--- config.mk ---
export PLATFORM = sky130hd
export DESIGN_NAME = modulator_sysclk_control
export DESIGN_NICKNAME = d
export VERILOG_FILES = /design/src/rtl/modclk_pkg.sv /design/src/rtl/host_clock_divider.sv /design/src/rtl/modulator_sysclk_control.sv
export SDC_FILE = /design/constraint.sdc
export NUM_CORES = 1
export LEC_CHECK = 0
export BUFFER_PORTS_ARGS = -buffer_cell sky130_fd_sc_hd__buf_4
export CORE_AREA = 10 10 72 98
export DETAILED_ROUTE_END_ITERATION = 12
export DIE_AREA = 0 0 82 108
export GPL_TIMING_DRIVEN = 0
export PLACE_DENSITY = 0.84
export SYNTH_ARGS = -nofsm -noshare
export SYNTH_HDL_FRONTEND = slang
export SYNTH_HIERARCHICAL = 1
export SYNTH_SLANG_ARGS = --single-unit
--- constraint.sdc ---
create_clock -name i_ref_clk -period 1.95 [get_ports i_ref_clk]
set_clock_uncertainty 0.15 [all_clocks]
set_input_delay 0.39 -clock i_ref_clk [delete_from_list [all_inputs] [get_ports i_ref_clk]]
set_output_delay 0.39 -clock i_ref_clk [all_outputs]
set_load 0.03 [all_outputs]
--- src/rtl/modclk_pkg.sv ---
// shared constants for the modulator / host clock control block
package modclk_pkg;
    // register index as printed, byte address is four times it
    localparam int unsigned MODCLK_REG_INDEX = 9;
    localparam logic [7:0] MODCLK_REG_ADDR = 8'(MODCLK_REG_INDEX * 4);
    // read-only status word
    localparam logic [7:0] STATUS_REG_ADDR = 8'h40;
    // value taken at reset and chip disable, and outside the clock select pair on protocol-control writes
    localparam logic [7:0] MODCLK_RESET = 8'h11;
    // field positions
    localparam int unsigned EXT_SEL_BIT = 6;
    localparam int unsigned CLK_SEL_HI = 5;
    localparam int unsigned CLK_SEL_LO = 4;
    localparam int unsigned ANALOG_BIT = 3;
    localparam int unsigned DEPTH_HI = 2;
    localparam int unsigned DEPTH_LO = 0;
    // bits kept across a protocol-control write (the clock select pair)
    localparam logic [7:0] KEEP_ON_PROTO_MASK = 8'h30;
    // clock select codes
    localparam logic [1:0] CLKSEL_OFF = 2'h0;
    localparam logic [1:0] CLKSEL_DIV4 = 2'h1;
    localparam logic [1:0] CLKSEL_DIV2 = 2'h2;
    localparam logic [1:0] CLKSEL_DIV1 = 2'h3;
    // last half-tick count before a toggle, one less than the oscillator half periods per output half period
    localparam logic [1:0] HALF_TICKS_DIV1 = 2'h0;
    localparam logic [1:0] HALF_TICKS_DIV2 = 2'h1;
    localparam logic [1:0] HALF_TICKS_DIV4 = 2'h3;
    // depth code meaning full on/off keying
    localparam logic [2:0] DEPTH_OOK = 3'h1;
    // oscillator figures, for reference by users of the block
    localparam real OSC_FREQ_MHZ = 13.56;
    localparam real REF_CLK_MHZ = 100.0;
    // bus responses
    localparam logic [1:0] RESP_OKAY = 2'h0;
    localparam logic [1:0] RESP_DECERR = 2'h3;
endpackage

--- src/rtl/host_clock_divider.sv ---
// divides the oscillator half-period tick into the host clock output
module host_clock_divider (
    input wire logic i_ref_clk,
    input wire logic i_sys_rst,
    input wire logic i_osc_half_tick,
    input wire logic [1:0] i_clk_sel,
    output logic o_clk
);
    import modclk_pkg::*;

    logic [1:0] cnt; // half ticks counted so far
    logic [1:0] next_cnt;
    logic next_clk;
    logic [1:0] limit; // last count before a toggle

    // next count and output level
    always_comb begin
        case (i_clk_sel)
            CLKSEL_DIV1: limit = HALF_TICKS_DIV1;
            CLKSEL_DIV2: limit = HALF_TICKS_DIV2;
            default: limit = HALF_TICKS_DIV4;
        endcase
        next_cnt = cnt;
        next_clk = o_clk;
        if (i_clk_sel == CLKSEL_OFF) begin
            // parked low so the host sees no runt pulse on restart
            next_cnt = 2'h0;
            next_clk = 1'b0;
        end else if (i_osc_half_tick) begin
            // >= so a select change to a faster rate never overshoots
            if (cnt >= limit) begin
                next_cnt = 2'h0;
                next_clk = ~o_clk;
            end else begin
                next_cnt = cnt + 2'h1;
            end
        end
    end

    // register count and output
    always_ff @(posedge i_ref_clk) begin
        if (i_sys_rst) begin
            cnt <= 2'h0;
            o_clk <= 1'b0;
        end else begin
            cnt <= next_cnt;
            o_clk <= next_clk;
        end
    end

    property p_div1_toggles;
        @(posedge i_ref_clk) disable iff (i_sys_rst)
        (i_clk_sel == CLKSEL_DIV1 && $past(i_clk_sel) == CLKSEL_DIV1 && i_osc_half_tick)
            |=> (o_clk != $past(o_clk));
    endproperty
    a_div1_toggles: assert property (p_div1_toggles) else $error("div1 output missed a toggle");

    property p_div4_holds;
        @(posedge i_ref_clk) disable iff (i_sys_rst)
        (i_clk_sel == CLKSEL_DIV4 && cnt == 2'h0 && i_osc_half_tick)
            |=> (o_clk == $past(o_clk));
    endproperty
    a_div4_holds: assert property (p_div4_holds) else $error("div4 output toggled too early");
endmodule

--- src/rtl/modulator_sysclk_control.sv ---
// How it works
// - reset, chip disable restore default; protocol write restores all but clock select
// - host clock is oscillator divided 1/2/4
// - clock select 00 off, 01/10/11 rising rates
// - depth field selects ASK depth or OOK
// - external bit clear: depth field alone rules
// - pin selection needs both enable bits set
// - external mode takes waveform from modulation pin
// - analog bit turns ASK/OOK pin into output
module modulator_sysclk_control (
    input wire logic i_ref_clk,
    input wire logic i_sys_rst,
    // chip enable, low holds the register at default
    input wire logic i_chip_en,
    // pulse on each write to the protocol-control register
    input wire logic i_proto_write,
    // level of the pin-select enable bit of the protocol-control register
    input wire logic i_proto_ook_pin_en,
    // ASK/OOK pin input side and modulation pin
    input wire logic i_ask_ook_pin,
    input wire logic i_modulation_input_pin,
    // internal encoder waveform, used when the pin is not selected
    input wire logic i_encoder_modulate,
    // one pulse per oscillator half period
    input wire logic i_osc_half_tick,
    // AXI4-Lite slave
    input wire logic [7:0] s_axi_awaddr,
    input wire logic s_axi_awvalid,
    output logic s_axi_awready,
    input wire logic [31:0] s_axi_wdata,
    input wire logic [3:0] s_axi_wstrb,
    input wire logic s_axi_wvalid,
    output logic s_axi_wready,
    output logic [1:0] s_axi_bresp,
    output logic s_axi_bvalid,
    input wire logic s_axi_bready,
    input wire logic [7:0] s_axi_araddr,
    input wire logic s_axi_arvalid,
    output logic s_axi_arready,
    output logic [31:0] s_axi_rdata,
    output logic [1:0] s_axi_rresp,
    output logic s_axi_rvalid,
    input wire logic s_axi_rready,
    // transmitter controls
    output logic [2:0] o_mod_depth,
    output logic o_mod_is_ook,
    output logic o_tx_modulate,
    output logic o_ext_select_active,
    output logic o_ask_ook_analog_en,
    output logic o_host_clock_output
);
    import modclk_pkg::*;

    logic [7:0] ctrl; // the control register
    logic [7:0] next_ctrl;

    // write channel holding state
    logic aw_held; // address taken, waiting for data
    logic w_held; // data taken, waiting for address
    logic [7:0] aw_addr;
    logic [31:0] w_data;
    logic [3:0] w_strb;
    logic next_aw_held;
    logic next_w_held;
    logic [7:0] next_aw_addr;
    logic [31:0] next_w_data;
    logic [3:0] next_w_strb;
    logic next_bvalid;
    logic [1:0] next_bresp;
    logic do_write; // both halves present this cycle
    logic hit_ctrl; // the write lands in the control register

    // read channel
    logic next_rvalid;
    logic [31:0] next_rdata;
    logic [1:0] next_rresp;

    // transmitter outputs
    logic ext_active; // pin selection allowed by both enables
    logic [2:0] next_depth;
    logic next_is_ook;
    logic next_tx_mod;
    logic next_ext_active;
    logic next_analog;

    // accept each half only while it is not already held and no answer waits
    assign s_axi_awready = !aw_held && !s_axi_bvalid;
    assign s_axi_wready = !w_held && !s_axi_bvalid;
    assign s_axi_arready = !s_axi_rvalid;

    // write path: capture halves in any order, answer when both are in
    always_comb begin
        next_aw_held = aw_held;
        next_w_held = w_held;
        next_aw_addr = aw_addr;
        next_w_data = w_data;
        next_w_strb = w_strb;
        next_bvalid = s_axi_bvalid;
        next_bresp = s_axi_bresp;
        if (s_axi_awvalid && s_axi_awready) begin
            next_aw_held = 1'b1;
            next_aw_addr = s_axi_awaddr;
        end
        if (s_axi_wvalid && s_axi_wready) begin
            next_w_held = 1'b1;
            next_w_data = s_axi_wdata;
            next_w_strb = s_axi_wstrb;
        end
        do_write = next_aw_held && next_w_held;
        hit_ctrl = do_write && (next_aw_addr == MODCLK_REG_ADDR) && next_w_strb[0];
        if (do_write) begin
            next_aw_held = 1'b0;
            next_w_held = 1'b0;
            next_bvalid = 1'b1;
            // status is read only, so a write there is refused too
            if (next_aw_addr == MODCLK_REG_ADDR) begin
                next_bresp = RESP_OKAY;
            end else begin
                next_bresp = RESP_DECERR;
            end
        end else if (s_axi_bvalid && s_axi_bready) begin
            next_bvalid = 1'b0;
        end
    end

    // control register next value, chip disable ahead of software, software ahead of protocol restore
    always_comb begin
        next_ctrl = ctrl;
        if (!i_chip_en) begin
            next_ctrl = MODCLK_RESET;
        end else begin
            if (i_proto_write) begin
                // clock select survives so the host clock does not glitch
                next_ctrl = (ctrl & KEEP_ON_PROTO_MASK) | (MODCLK_RESET & ~KEEP_ON_PROTO_MASK);
            end
            // a software write in the same cycle lands after the restore
            if (hit_ctrl) begin
                next_ctrl = next_w_data[7:0];
            end
        end
    end

    // read path, unmapped addresses read zero with a decode error
    always_comb begin
        next_rvalid = s_axi_rvalid;
        next_rdata = s_axi_rdata;
        next_rresp = s_axi_rresp;
        if (s_axi_arvalid && s_axi_arready) begin
            next_rvalid = 1'b1;
            next_rresp = RESP_OKAY;
            if (s_axi_araddr == MODCLK_REG_ADDR) begin
                next_rdata = {24'h0, ctrl};
            end else if (s_axi_araddr == STATUS_REG_ADDR) begin
                next_rdata = {24'h0, o_host_clock_output, o_ext_select_active,
                              o_ask_ook_analog_en, o_mod_is_ook, 1'b0, o_mod_depth};
            end else begin
                next_rdata = 32'h0;
                next_rresp = RESP_DECERR;
            end
        end else if (s_axi_rvalid && s_axi_rready) begin
            next_rvalid = 1'b0;
        end
    end

    // effective modulation, recomputed every cycle from register and pins
    always_comb begin
        ext_active = ctrl[EXT_SEL_BIT] && i_proto_ook_pin_en;
        next_ext_active = ext_active;
        next_analog = ctrl[ANALOG_BIT];
        next_depth = ctrl[DEPTH_HI:DEPTH_LO];
        // an analog pin carries no level to select with, so ASK stands
        if (ext_active && !ctrl[ANALOG_BIT] && i_ask_ook_pin) begin
            next_depth = DEPTH_OOK;
        end
        next_is_ook = (next_depth == DEPTH_OOK);
        if (ext_active) begin
            next_tx_mod = i_modulation_input_pin;
        end else begin
            next_tx_mod = i_encoder_modulate;
        end
    end

    // all state registered here except the host clock divider's count and output
    always_ff @(posedge i_ref_clk) begin
        if (i_sys_rst) begin
            ctrl <= MODCLK_RESET;
            aw_held <= 1'b0;
            w_held <= 1'b0;
            aw_addr <= 8'h0;
            w_data <= 32'h0;
            w_strb <= 4'h0;
            s_axi_bvalid <= 1'b0;
            s_axi_bresp <= RESP_OKAY;
            s_axi_rvalid <= 1'b0;
            s_axi_rdata <= 32'h0;
            s_axi_rresp <= RESP_OKAY;
            o_mod_depth <= 3'h0;
            o_mod_is_ook <= 1'b0;
            o_tx_modulate <= 1'b0;
            o_ext_select_active <= 1'b0;
            o_ask_ook_analog_en <= 1'b0;
        end else begin
            ctrl <= next_ctrl;
            aw_held <= next_aw_held;
            w_held <= next_w_held;
            aw_addr <= next_aw_addr;
            w_data <= next_w_data;
            w_strb <= next_w_strb;
            s_axi_bvalid <= next_bvalid;
            s_axi_bresp <= next_bresp;
            s_axi_rvalid <= next_rvalid;
            s_axi_rdata <= next_rdata;
            s_axi_rresp <= next_rresp;
            o_mod_depth <= next_depth;
            o_mod_is_ook <= next_is_ook;
            o_tx_modulate <= next_tx_mod;
            o_ext_select_active <= next_ext_active;
            o_ask_ook_analog_en <= next_analog;
        end
    end

    // host clock divider, rate from the select pair
    host_clock_divider u_host_clock_divider (
        .i_ref_clk(i_ref_clk),
        .i_sys_rst(i_sys_rst),
        .i_osc_half_tick(i_osc_half_tick),
        .i_clk_sel(ctrl[CLK_SEL_HI:CLK_SEL_LO]),
        .o_clk(o_host_clock_output)
    );

    property p_disable_default;
        @(posedge i_ref_clk) disable iff (i_sys_rst)
        !i_chip_en |=> (ctrl == MODCLK_RESET);
    endproperty
    a_disable_default: assert property (p_disable_default) else $error("ctrl not default");

    property p_proto_restore;
        @(posedge i_ref_clk) disable iff (i_sys_rst)
        (i_chip_en && i_proto_write && !hit_ctrl) |=>
            ((ctrl & KEEP_ON_PROTO_MASK) == ($past(ctrl) & KEEP_ON_PROTO_MASK))
            && ((ctrl & ~KEEP_ON_PROTO_MASK) == (MODCLK_RESET & ~KEEP_ON_PROTO_MASK));
    endproperty
    a_proto_restore: assert property (p_proto_restore) else $error("bad protocol restore");

    property p_clock_off;
        @(posedge i_ref_clk) disable iff (i_sys_rst)
        (ctrl[5:4] == CLKSEL_OFF)[*2] |-> !o_host_clock_output;
    endproperty
    a_clock_off: assert property (p_clock_off) else $error("host clock not stopped");

    property p_depth_follows;
        @(posedge i_ref_clk) disable iff (i_sys_rst)
        // the release edge still runs the reset branch, so it is left out
        (!i_sys_rst && !ctrl[EXT_SEL_BIT]) |=> (o_mod_depth == $past(ctrl[2:0]))
            && (o_mod_is_ook == ($past(ctrl[2:0]) == DEPTH_OOK));
    endproperty
    a_depth_follows: assert property (p_depth_follows) else $error("depth mismatch");

    property p_ext_needs_both;
        @(posedge i_ref_clk) disable iff (i_sys_rst)
        (!ctrl[EXT_SEL_BIT] || !i_proto_ook_pin_en) |=> !o_ext_select_active;
    endproperty
    a_ext_needs_both: assert property (p_ext_needs_both) else $error("ext select leaked");

    property p_ext_waveform;
        @(posedge i_ref_clk) disable iff (i_sys_rst)
        ext_active |=> (o_tx_modulate == $past(i_modulation_input_pin));
    endproperty
    a_ext_waveform: assert property (p_ext_waveform) else $error("waveform not from pin");

    property p_analog_pin;
        @(posedge i_ref_clk) disable iff (i_sys_rst)
        $changed(ctrl[ANALOG_BIT]) |=> (o_ask_ook_analog_en == $past(ctrl[ANALOG_BIT]));
    endproperty
    a_analog_pin: assert property (p_analog_pin) else $error("analog enable lag");

    property p_pin_ook;
        @(posedge i_ref_clk) disable iff (i_sys_rst)
        (ext_active && !ctrl[ANALOG_BIT] && i_ask_ook_pin) |=> o_mod_is_ook;
    endproperty
    a_pin_ook: assert property (p_pin_ook) else $error("pin high did not give OOK");

    property p_bvalid_holds;
        @(posedge i_ref_clk) disable iff (i_sys_rst)
        (s_axi_bvalid && !s_axi_bready) |=> s_axi_bvalid;
    endproperty
    a_bvalid_holds: assert property (p_bvalid_holds) else $error("bvalid dropped early");
endmodule

==> impl_metrics.py, run 1 <==
metrics = {
    "run_status": {
        "status": "completed",
    },
    "clock_tree": {
        "cts_buffers": 5,
        "clock-sinks": 49,
        "cts_root_buffer": "clkbuf_8",
        "clk_path_buf_depth": 2,
        "cts_tree": "yes",
        "clock_latency_ps": 310,
        "clk_pin_slew_ps": 100,
        "hold_buffers": 0,
        "h-tree-depth": 2,
    },
    "global_routing": {
        "grt_pass1_vias": 1972,
        "grt_max_degree": 18,
        "gr-usage-all-layers_pct": 12.7,
        "grt_pass1_wl_um": 9030,
        "antenna_found_initial": 0,
        "globalRouteOverflowTotal": 0,
    },
    "floorplanning": {
        "die_area_mm2": 0.00886,
        "die_y_um": 108,
        "start_util_pct": 43.3,
        "core-area_mm2": 0.00537,
        "io_pins": 115,
        "fp.dieW_um": 82,
        "num_rows": 32,
    },
    "routing": {
        "drc": 0,
        "highest_layer": "met4",
        "dr.pass1.iters": 4,
        "drtAntennaViolNets": 0,
        "routed_wl_um": 5950,
        "wl_met1_um": 2190,
        "wire_per_inst_um": 14.5,
        "route.met3.wl_um": 615,
        "dr.first_iter.drc_count": 150,
        "avgViaCountPerCell": 4.83,
        "num_vias": 1986,
        "routed-wl-met2_um": 3100,
    },
    "timing": {
        "fmax_ghz": 0.525,
        "finalMaxSlewViolations": 0,
        "finalWorstSetupSlack_ps": 45.3,
        "finalSetupViolCount": 0,
        "slew_headroom_pct": 34.6,
        "min_period_ps": 1900,
        "hold_violations": 0,
        "tightestPinTransition_ps": 979,
        "period_share_pct": 97.7,
    },
    "placed_design": {
        "placed_cell_area_mm2": 0.00297,
        "place_ws_ps": -114,
        "dp_hpwl_um": 4830,
        "gp_congestion": 0.766,
        "dp.cells": 397,
        "io_buffers": 63,
    },
    "setup_path": {
        "cp-start-kind": "flop",
        "slowest_stage": "a211o_4",
        "crit_type": "flop to flop",
        "end_kind": "flop",
        "r2r_slack_ps": 50,
        "critPathRequiredTime_ps": 2000,
        "r2r-start": "aw_addr[0]",
        "arrival_ps": 1960,
        "cp_cell_sequence": "nor4b_2, nand3b_1, a211o_4, mux2_4",
        "r2r_end": "ctrl[1]",
        "crit_fanout": 5,
        "slowest_delay_ps": 440,
        "ff2ff_path_depth": 4,
    },
    "synth": {
        "synthXorXnorAreaFrac_pct": 0,
        "post-synth-top-area-fraction_pct": 42.3,
        "yosysSeqAreaShare_pct": 42.3,
        "ys_warn_count": 6,
        "synth_commonest_cells": "dfxtp_1, nor2_1, buf_4, mux2i_1, nand2_1",
        "synthAdderAreaFrac_pct": 1.08,
        "synthTopCellsByArea": "dfxtp_1, buf_4, mux2i_1",
        "synth_edf_count": 0,
        "synth.cell_area_mm2": 0.00232,
        "synth_top_family_by_area": "simple AND/OR/NAND/NOR gates",
        "synthMuxAreaShare_pct": 12.8,
        "ys_types": 46,
        "avgSynthCellArea_um2": 9.55,
        "yosysMostFrequentCell": "dfxtp_1",
        "ys_async_sr_fraction_pct": 0,
        "synth_top_cell_by_area": "dfxtp_1",
        "yosys.area_share.simple_pct": 20.9,
        "synth-compound-area-share_pct": 11.4,
        "synthCells": 243,
        "synth_ff_type": "dfxtp_1",
        "ys_ff_latch": 49,
    },
    "cells_and_area": {
        "n_fill_cell": 458,
        "nNetsFinal": 410,
        "instances_no_fill": 411,
        "antenna_cells": 0,
        "multi_input_area_mm2": 0.00120,
        "seqCellArea_um2": 982,
        "drive_above_1_share_pct": 37.9,
        "fin_area_mm2": 0.00315,
        "syn_to_final_growth_pct": 35.5,
    },
    "power_and_ir_drop": {
        "ir_worst_vdd_mv": 0.467,
        "p_leak_nw": 1.43,
        "p_per_area_mw_per_mm2": 701,
        "total_power_mw": 2.21,
    },
    "flow_run": {
        "maxCapViolations": 0,
    },
    "worst_hold_path": {
        "min_path_cells": 3,
        "hp-start": "i_encoder_modulate",
        "hold_end": "o_tx_modulate",
        "hp-class": "input port to flop",
    },
}
[state kept, by name, indices dropped and copies added (netlist names), 2 cells and up]
signal	cells
aw_addr	8
ctrl	8
s_axi_rdata	8
w_data	8
o_mod_depth	3
u_host_clock_divider/cnt	2
[through the flow]
| step | TNS (ps) | util [%] | hold slack (ps) |
|---|---|---|---|
| after floorplan | 0 | - | 302 |
| after global routing | -254 | 58.6 | 193 |
| after detailed placement | -877 | 55.3 | 333 |
| after CTS | 0 | 57.1 | 172 |
| after global placement | -616 | 55.3 | 317 |
| final | 0 | 58.6 | 176 |
[how the worst max path moves through the flow]
stage,startpoint,end,slack (ps),cells past startpoint
3_5_place_dp,s_axi_awaddr[0],ctrl[5],-110,5
2_1_floorplan,s_axi_bvalid,ctrl[0],100,5
5_1_grt,aw_addr[0],ctrl[1],-40,4
4_1_cts,aw_addr[4],ctrl[5],10,4
6_report,aw_addr[0],ctrl[1],50,4
3_3_place_gp,s_axi_awaddr[4],ctrl[4],-80,5
[routing by layer]
layer  global-route usage, %  vias up
met5                       0        -
met4                    2.93        0
met3                    4.82        5
met2                    23.3       65
met1                    13.0      932
li1                        -      984
[logic make-up after synthesis]
family / count (synthesis)
buffers and inverters: 41
AO/OA/AOI/OAI: 34
flip-flops: 49
adder cells (fa/ha/maj): 2
multiplexers: 26
other: 1
AND/OR/NAND/NOR: 90
[area by class of cell]
| type | count | area share, % |
|---|---|---|
| Multi-Input combinational cell | 176 | 38.1 |
| Sequential cell | 49 | 31.2 |
| Timing Repair Buffer | 69 | 16.5 |
| Buffer | 36 | 7.88 |
| Tap cell | 68 | 2.70 |
| Clock buffer | 5 | 2.19 |
| Clock inverter | 3 | 0.835 |
| Inverter | 5 | 0.597 |
[cells in the final DEF (no fill, tap or decap), types with 2 or more instances in the layout]
| cell | instances |
|---|---|
| o2111ai_1 | 2 |
| clkinvlp_4 | 2 |
| a21oi_1 | 8 |
| nor3b_2 | 2 |
| nor2_1 | 41 |
| clkbuf_8 | 5 |
| nor3_1 | 4 |
| nand2b_1 | 4 |
| nand3b_1 | 2 |
| mux2i_1 | 16 |
| ha_1 | 2 |
| nor2b_1 | 4 |
| clkbuf_1 | 5 |
| mux2_2 | 3 |
| buf_4 | 95 |
| and2_1 | 3 |
| buf_1 | 3 |
| dfxtp_1 | 48 |
| nor4b_1 | 2 |
| inv_1 | 5 |
| mux2_4 | 6 |
| a22oi_1 | 7 |
| nand2_1 | 9 |
| conb_1 | 24 |
| buf_6 | 2 |
| nor4b_2 | 2 |
| nand3_1 | 2 |
| a22o_1 | 7 |
| nor3b_1 | 6 |
[critical path: cells and delay by family (launching register included)]
kind | cells | cell delay, ps
and+or+nand+nor | 2 | 560
muxes | 1 | 310
DFF | 1 | 330
AOI/OAI and AO/OA | 1 | 440
[power by group]
group	switching [mW]	internal [mW]	total, mW
clock	0.367	0.261	0.628
combinational	0.270	0.226	0.496
sequential	0.0344	1.05	1.08
[repair_timing]
action | in CTS | in global routing
buffers inserted | 0 | 6
setup endpoints to repair | 0 | 8
gates resized for setup | 0 | 6
endpoints found under the hold margin | 0 | 0
No activity file was read; power rests on OpenSTA's default activity.
==> run 2, diff against run 1 <==
--- a/config.mk
+++ b/config.mk
@@ -10,8 +10,7 @@
 export DETAILED_ROUTE_END_ITERATION = 12
 export DIE_AREA = 0 0 82 108
 export GPL_TIMING_DRIVEN = 0
-export PLACE_DENSITY = 0.84
+export PLACE_DENSITY = 0.83
 export SYNTH_ARGS = -nofsm -noshare
 export SYNTH_HDL_FRONTEND = slang
-export SYNTH_HIERARCHICAL = 1
 export SYNTH_SLANG_ARGS = --single-unit
==> run 2 against run 1 <==
Effect of this change: fmax is 2.7% higher; count of clock-buffer cells in the layout increased by 2; sequential cell count unchanged; critical endpoint is now ctrl[3]; largest power group unchanged.
==> impl_metrics.py, run 2 <==
metrics = {
    "clock_tree": {
        "cts_root_buffer": "clkbuf_8",
        "clock-sinks": 49,
        "h-tree-depth": 2,
        "cts_buffers": 5,
        "cts_tree": "yes",
        "clock_latency_ps": 300,
        "clk_pin_slew_ps": 90,
        "hold_buffers": 0,
        "clk_path_buf_depth": 2,
    },
    "routing": {
        "wire_per_inst_um": 13.3,
        "drc": 0,
        "drtAntennaViolNets": 0,
        "num_vias": 1916,
        "dr.pass1.iters": 4,
        "dr.first_iter.drc_count": 63,
        "routed_wl_um": 5510,
        "avgViaCountPerCell": 4.64,
    },
    "timing": {
        "finalMaxSlewViolations": 0,
        "finalSetupViolCount": 0,
        "fmax_ghz": 0.539,
        "whs_ps": 114,
        "finalWorstSetupSlack_ps": 95.6,
        "hold_violations": 0,
        "tightestPinTransition_ps": 515,
        "period_share_pct": 95.1,
        "rsz0062_at_grt": "false",
        "slew_headroom_pct": 65.7,
        "min_period_ps": 1850,
    },
    "setup_path": {
        "end_kind": "flop",
        "arrival_ps": 1890,
        "critPathRequiredTime_ps": 1990,
        "crit_fanout": 8,
        "ff2ff_path_depth": 6,
        "cp-start-kind": "flop",
        "crit_type": "flop to flop",
    },
    "synth": {
        "synth_ff_type": "dfxtp_1",
        "ys_types": 37,
        "avgSynthCellArea_um2": 9.34,
        "yosysMostFrequentCell": "dfxtp_1",
        "ys_ff_latch": 49,
        "synthCells": 244,
        "post-synth-top-area-fraction_pct": 43.0,
        "yosysSeqAreaShare_pct": 43.0,
        "synth.cell_area_mm2": 0.00228,
        "synthTopCellsByArea": "dfxtp_1, mux2i_1, buf_4",
        "ys_warn_count": 0,
        "synth_commonest_cells": "dfxtp_1, nor2_1, buf_4, mux2i_1, nand2_1",
        "ys_async_sr_fraction_pct": 0,
        "synth_edf_count": 0,
        "synth_top_cell_by_area": "dfxtp_1",
    },
    "power_and_ir_drop": {
        "p_leak_nw": 1.43,
        "p_per_area_mw_per_mm2": 743,
        "total_power_mw": 2.31,
        "ir_worst_vdd_mv": 0.512,
    },
    "cells_and_area": {
        "final_common_cell": "buf_4",
        "nNetsFinal": 412,
        "utilization_pct": 57.9,
        "syn_to_final_growth_pct": 36.2,
        "n_fill_cell": 516,
        "antenna_cells": 0,
        "drive_above_1_share_pct": 35.9,
        "mostFrequentLayoutCells": "buf_4, dfxtp_1, nor2_1",
    },
    "worst_hold_path": {
        "hp-class": "input port to flop",
        "min_path_cells": 2,
    },
    "placed_design": {
        "gp_congestion": 0.765,
        "dp_hpwl_um": 4560,
        "io_buffers": 62,
        "place_ws_ps": -107,
    },
    "global_routing": {
        "gr-usage-all-layers_pct": 12.2,
        "grt_pass1_wl_um": 8580,
        "grt_pass1_vias": 1867,
        "globalRouteOverflowTotal": 0,
        "grt_max_degree": 15,
        "antenna_found_initial": 0,
    },
    "floorplanning": {
        "die_area_mm2": 0.00886,
        "fp.dieW_um": 82,
        "die_y_um": 108,
        "core-area_mm2": 0.00537,
        "start_util_pct": 42.5,
        "num_rows": 32,
        "io_pins": 115,
    },
    "flow_run": {
        "maxCapViolations": 0,
    },
    "run_status": {
        "status": "completed",
    },
}
[run 2: worst max-delay path, cell delays in order, from the launching register on]
cell and delay, ps:
dfxtp_2 370, nor3b_2 230, buf_6 150, nand3_2 90, a211o_1 290, buf_6 160
mux2_4 300
[run 2: routing by layer]
metal / global-route usage, % / wire (um) / share of wire [%] / vias up
li1: - / - / - / 972
met1: 11.2 / 1860 / 34 / 884
met2: 23.5 / 3100 / 56 / 54
met3: 4.82 / 500 / 9.1 / 6
met4: 3.29 / 55 / 1.0 / 0
met5: 0 / 0 / 0 / -
[run 2: layout make-up]
cell class	instances	area, um2	share of cell area, %
Buffer	36	256	8.26
Clock buffer	7	86.3	2.78
Clock inverter	1	30.0	0.967
Inverter	3	11.3	0.363
Multi-Input combinational cell	179	1130	36.3
Sequential cell	49	982	31.6
Tap cell	68	85.1	2.74
Timing Repair Buffer	70	526	16.9
[run 2: what timing repair did]
action | in CTS | in global routing
endpoints found under the setup margin | 2 | 6
buffers inserted | 0 | 8
gates resized for setup | 1 | 2
pin swaps | 1 | 1
[run 2: where the power goes]
group,switching [mW],internal (mW),total (mW)
clock,0.321,0.418,0.739
combinational,0.257,0.228,0.485
sequential,0.0334,1.05,1.08
[run 2: per-stage QoR]
step / instance area [um2] / std cells / setup TNS (ps)
global placement: 2920 / 397 / -257
finish: 3100 / 413 / 0
global route: 3100 / 413 / 0
detailed placement: 2920 / 397 / -1080
CTS: 3040 / 405 / 0
floorplan: 2370 / 267 / 0
[run 2: cell families after synthesis]
| family | synth area share (%) |
|---|---|
| AND/OR/NAND/NOR | 21.9 |
| buffers and inverters | 11.7 |
| other | 0.164 |
| AO/OA/AOI/OAI | 5.82 |
| flip-flops | 43.0 |
| adder cells (fa/ha/maj) | 1.10 |
| XOR/XNOR | 0.769 |
| multiplexers | 15.5 |
[run 2: final timing paths]
check | startpoint | endpoint | slack, ps
setup / recovery | s_axi_bvalid | ctrl[3] | 100
hold / removal | s_axi_rready | s_axi_rvalid | 110
setup reg to reg | s_axi_bvalid | ctrl[3] | 100
hold reg to reg | s_axi_rdata[3] | s_axi_rdata[3] | 320
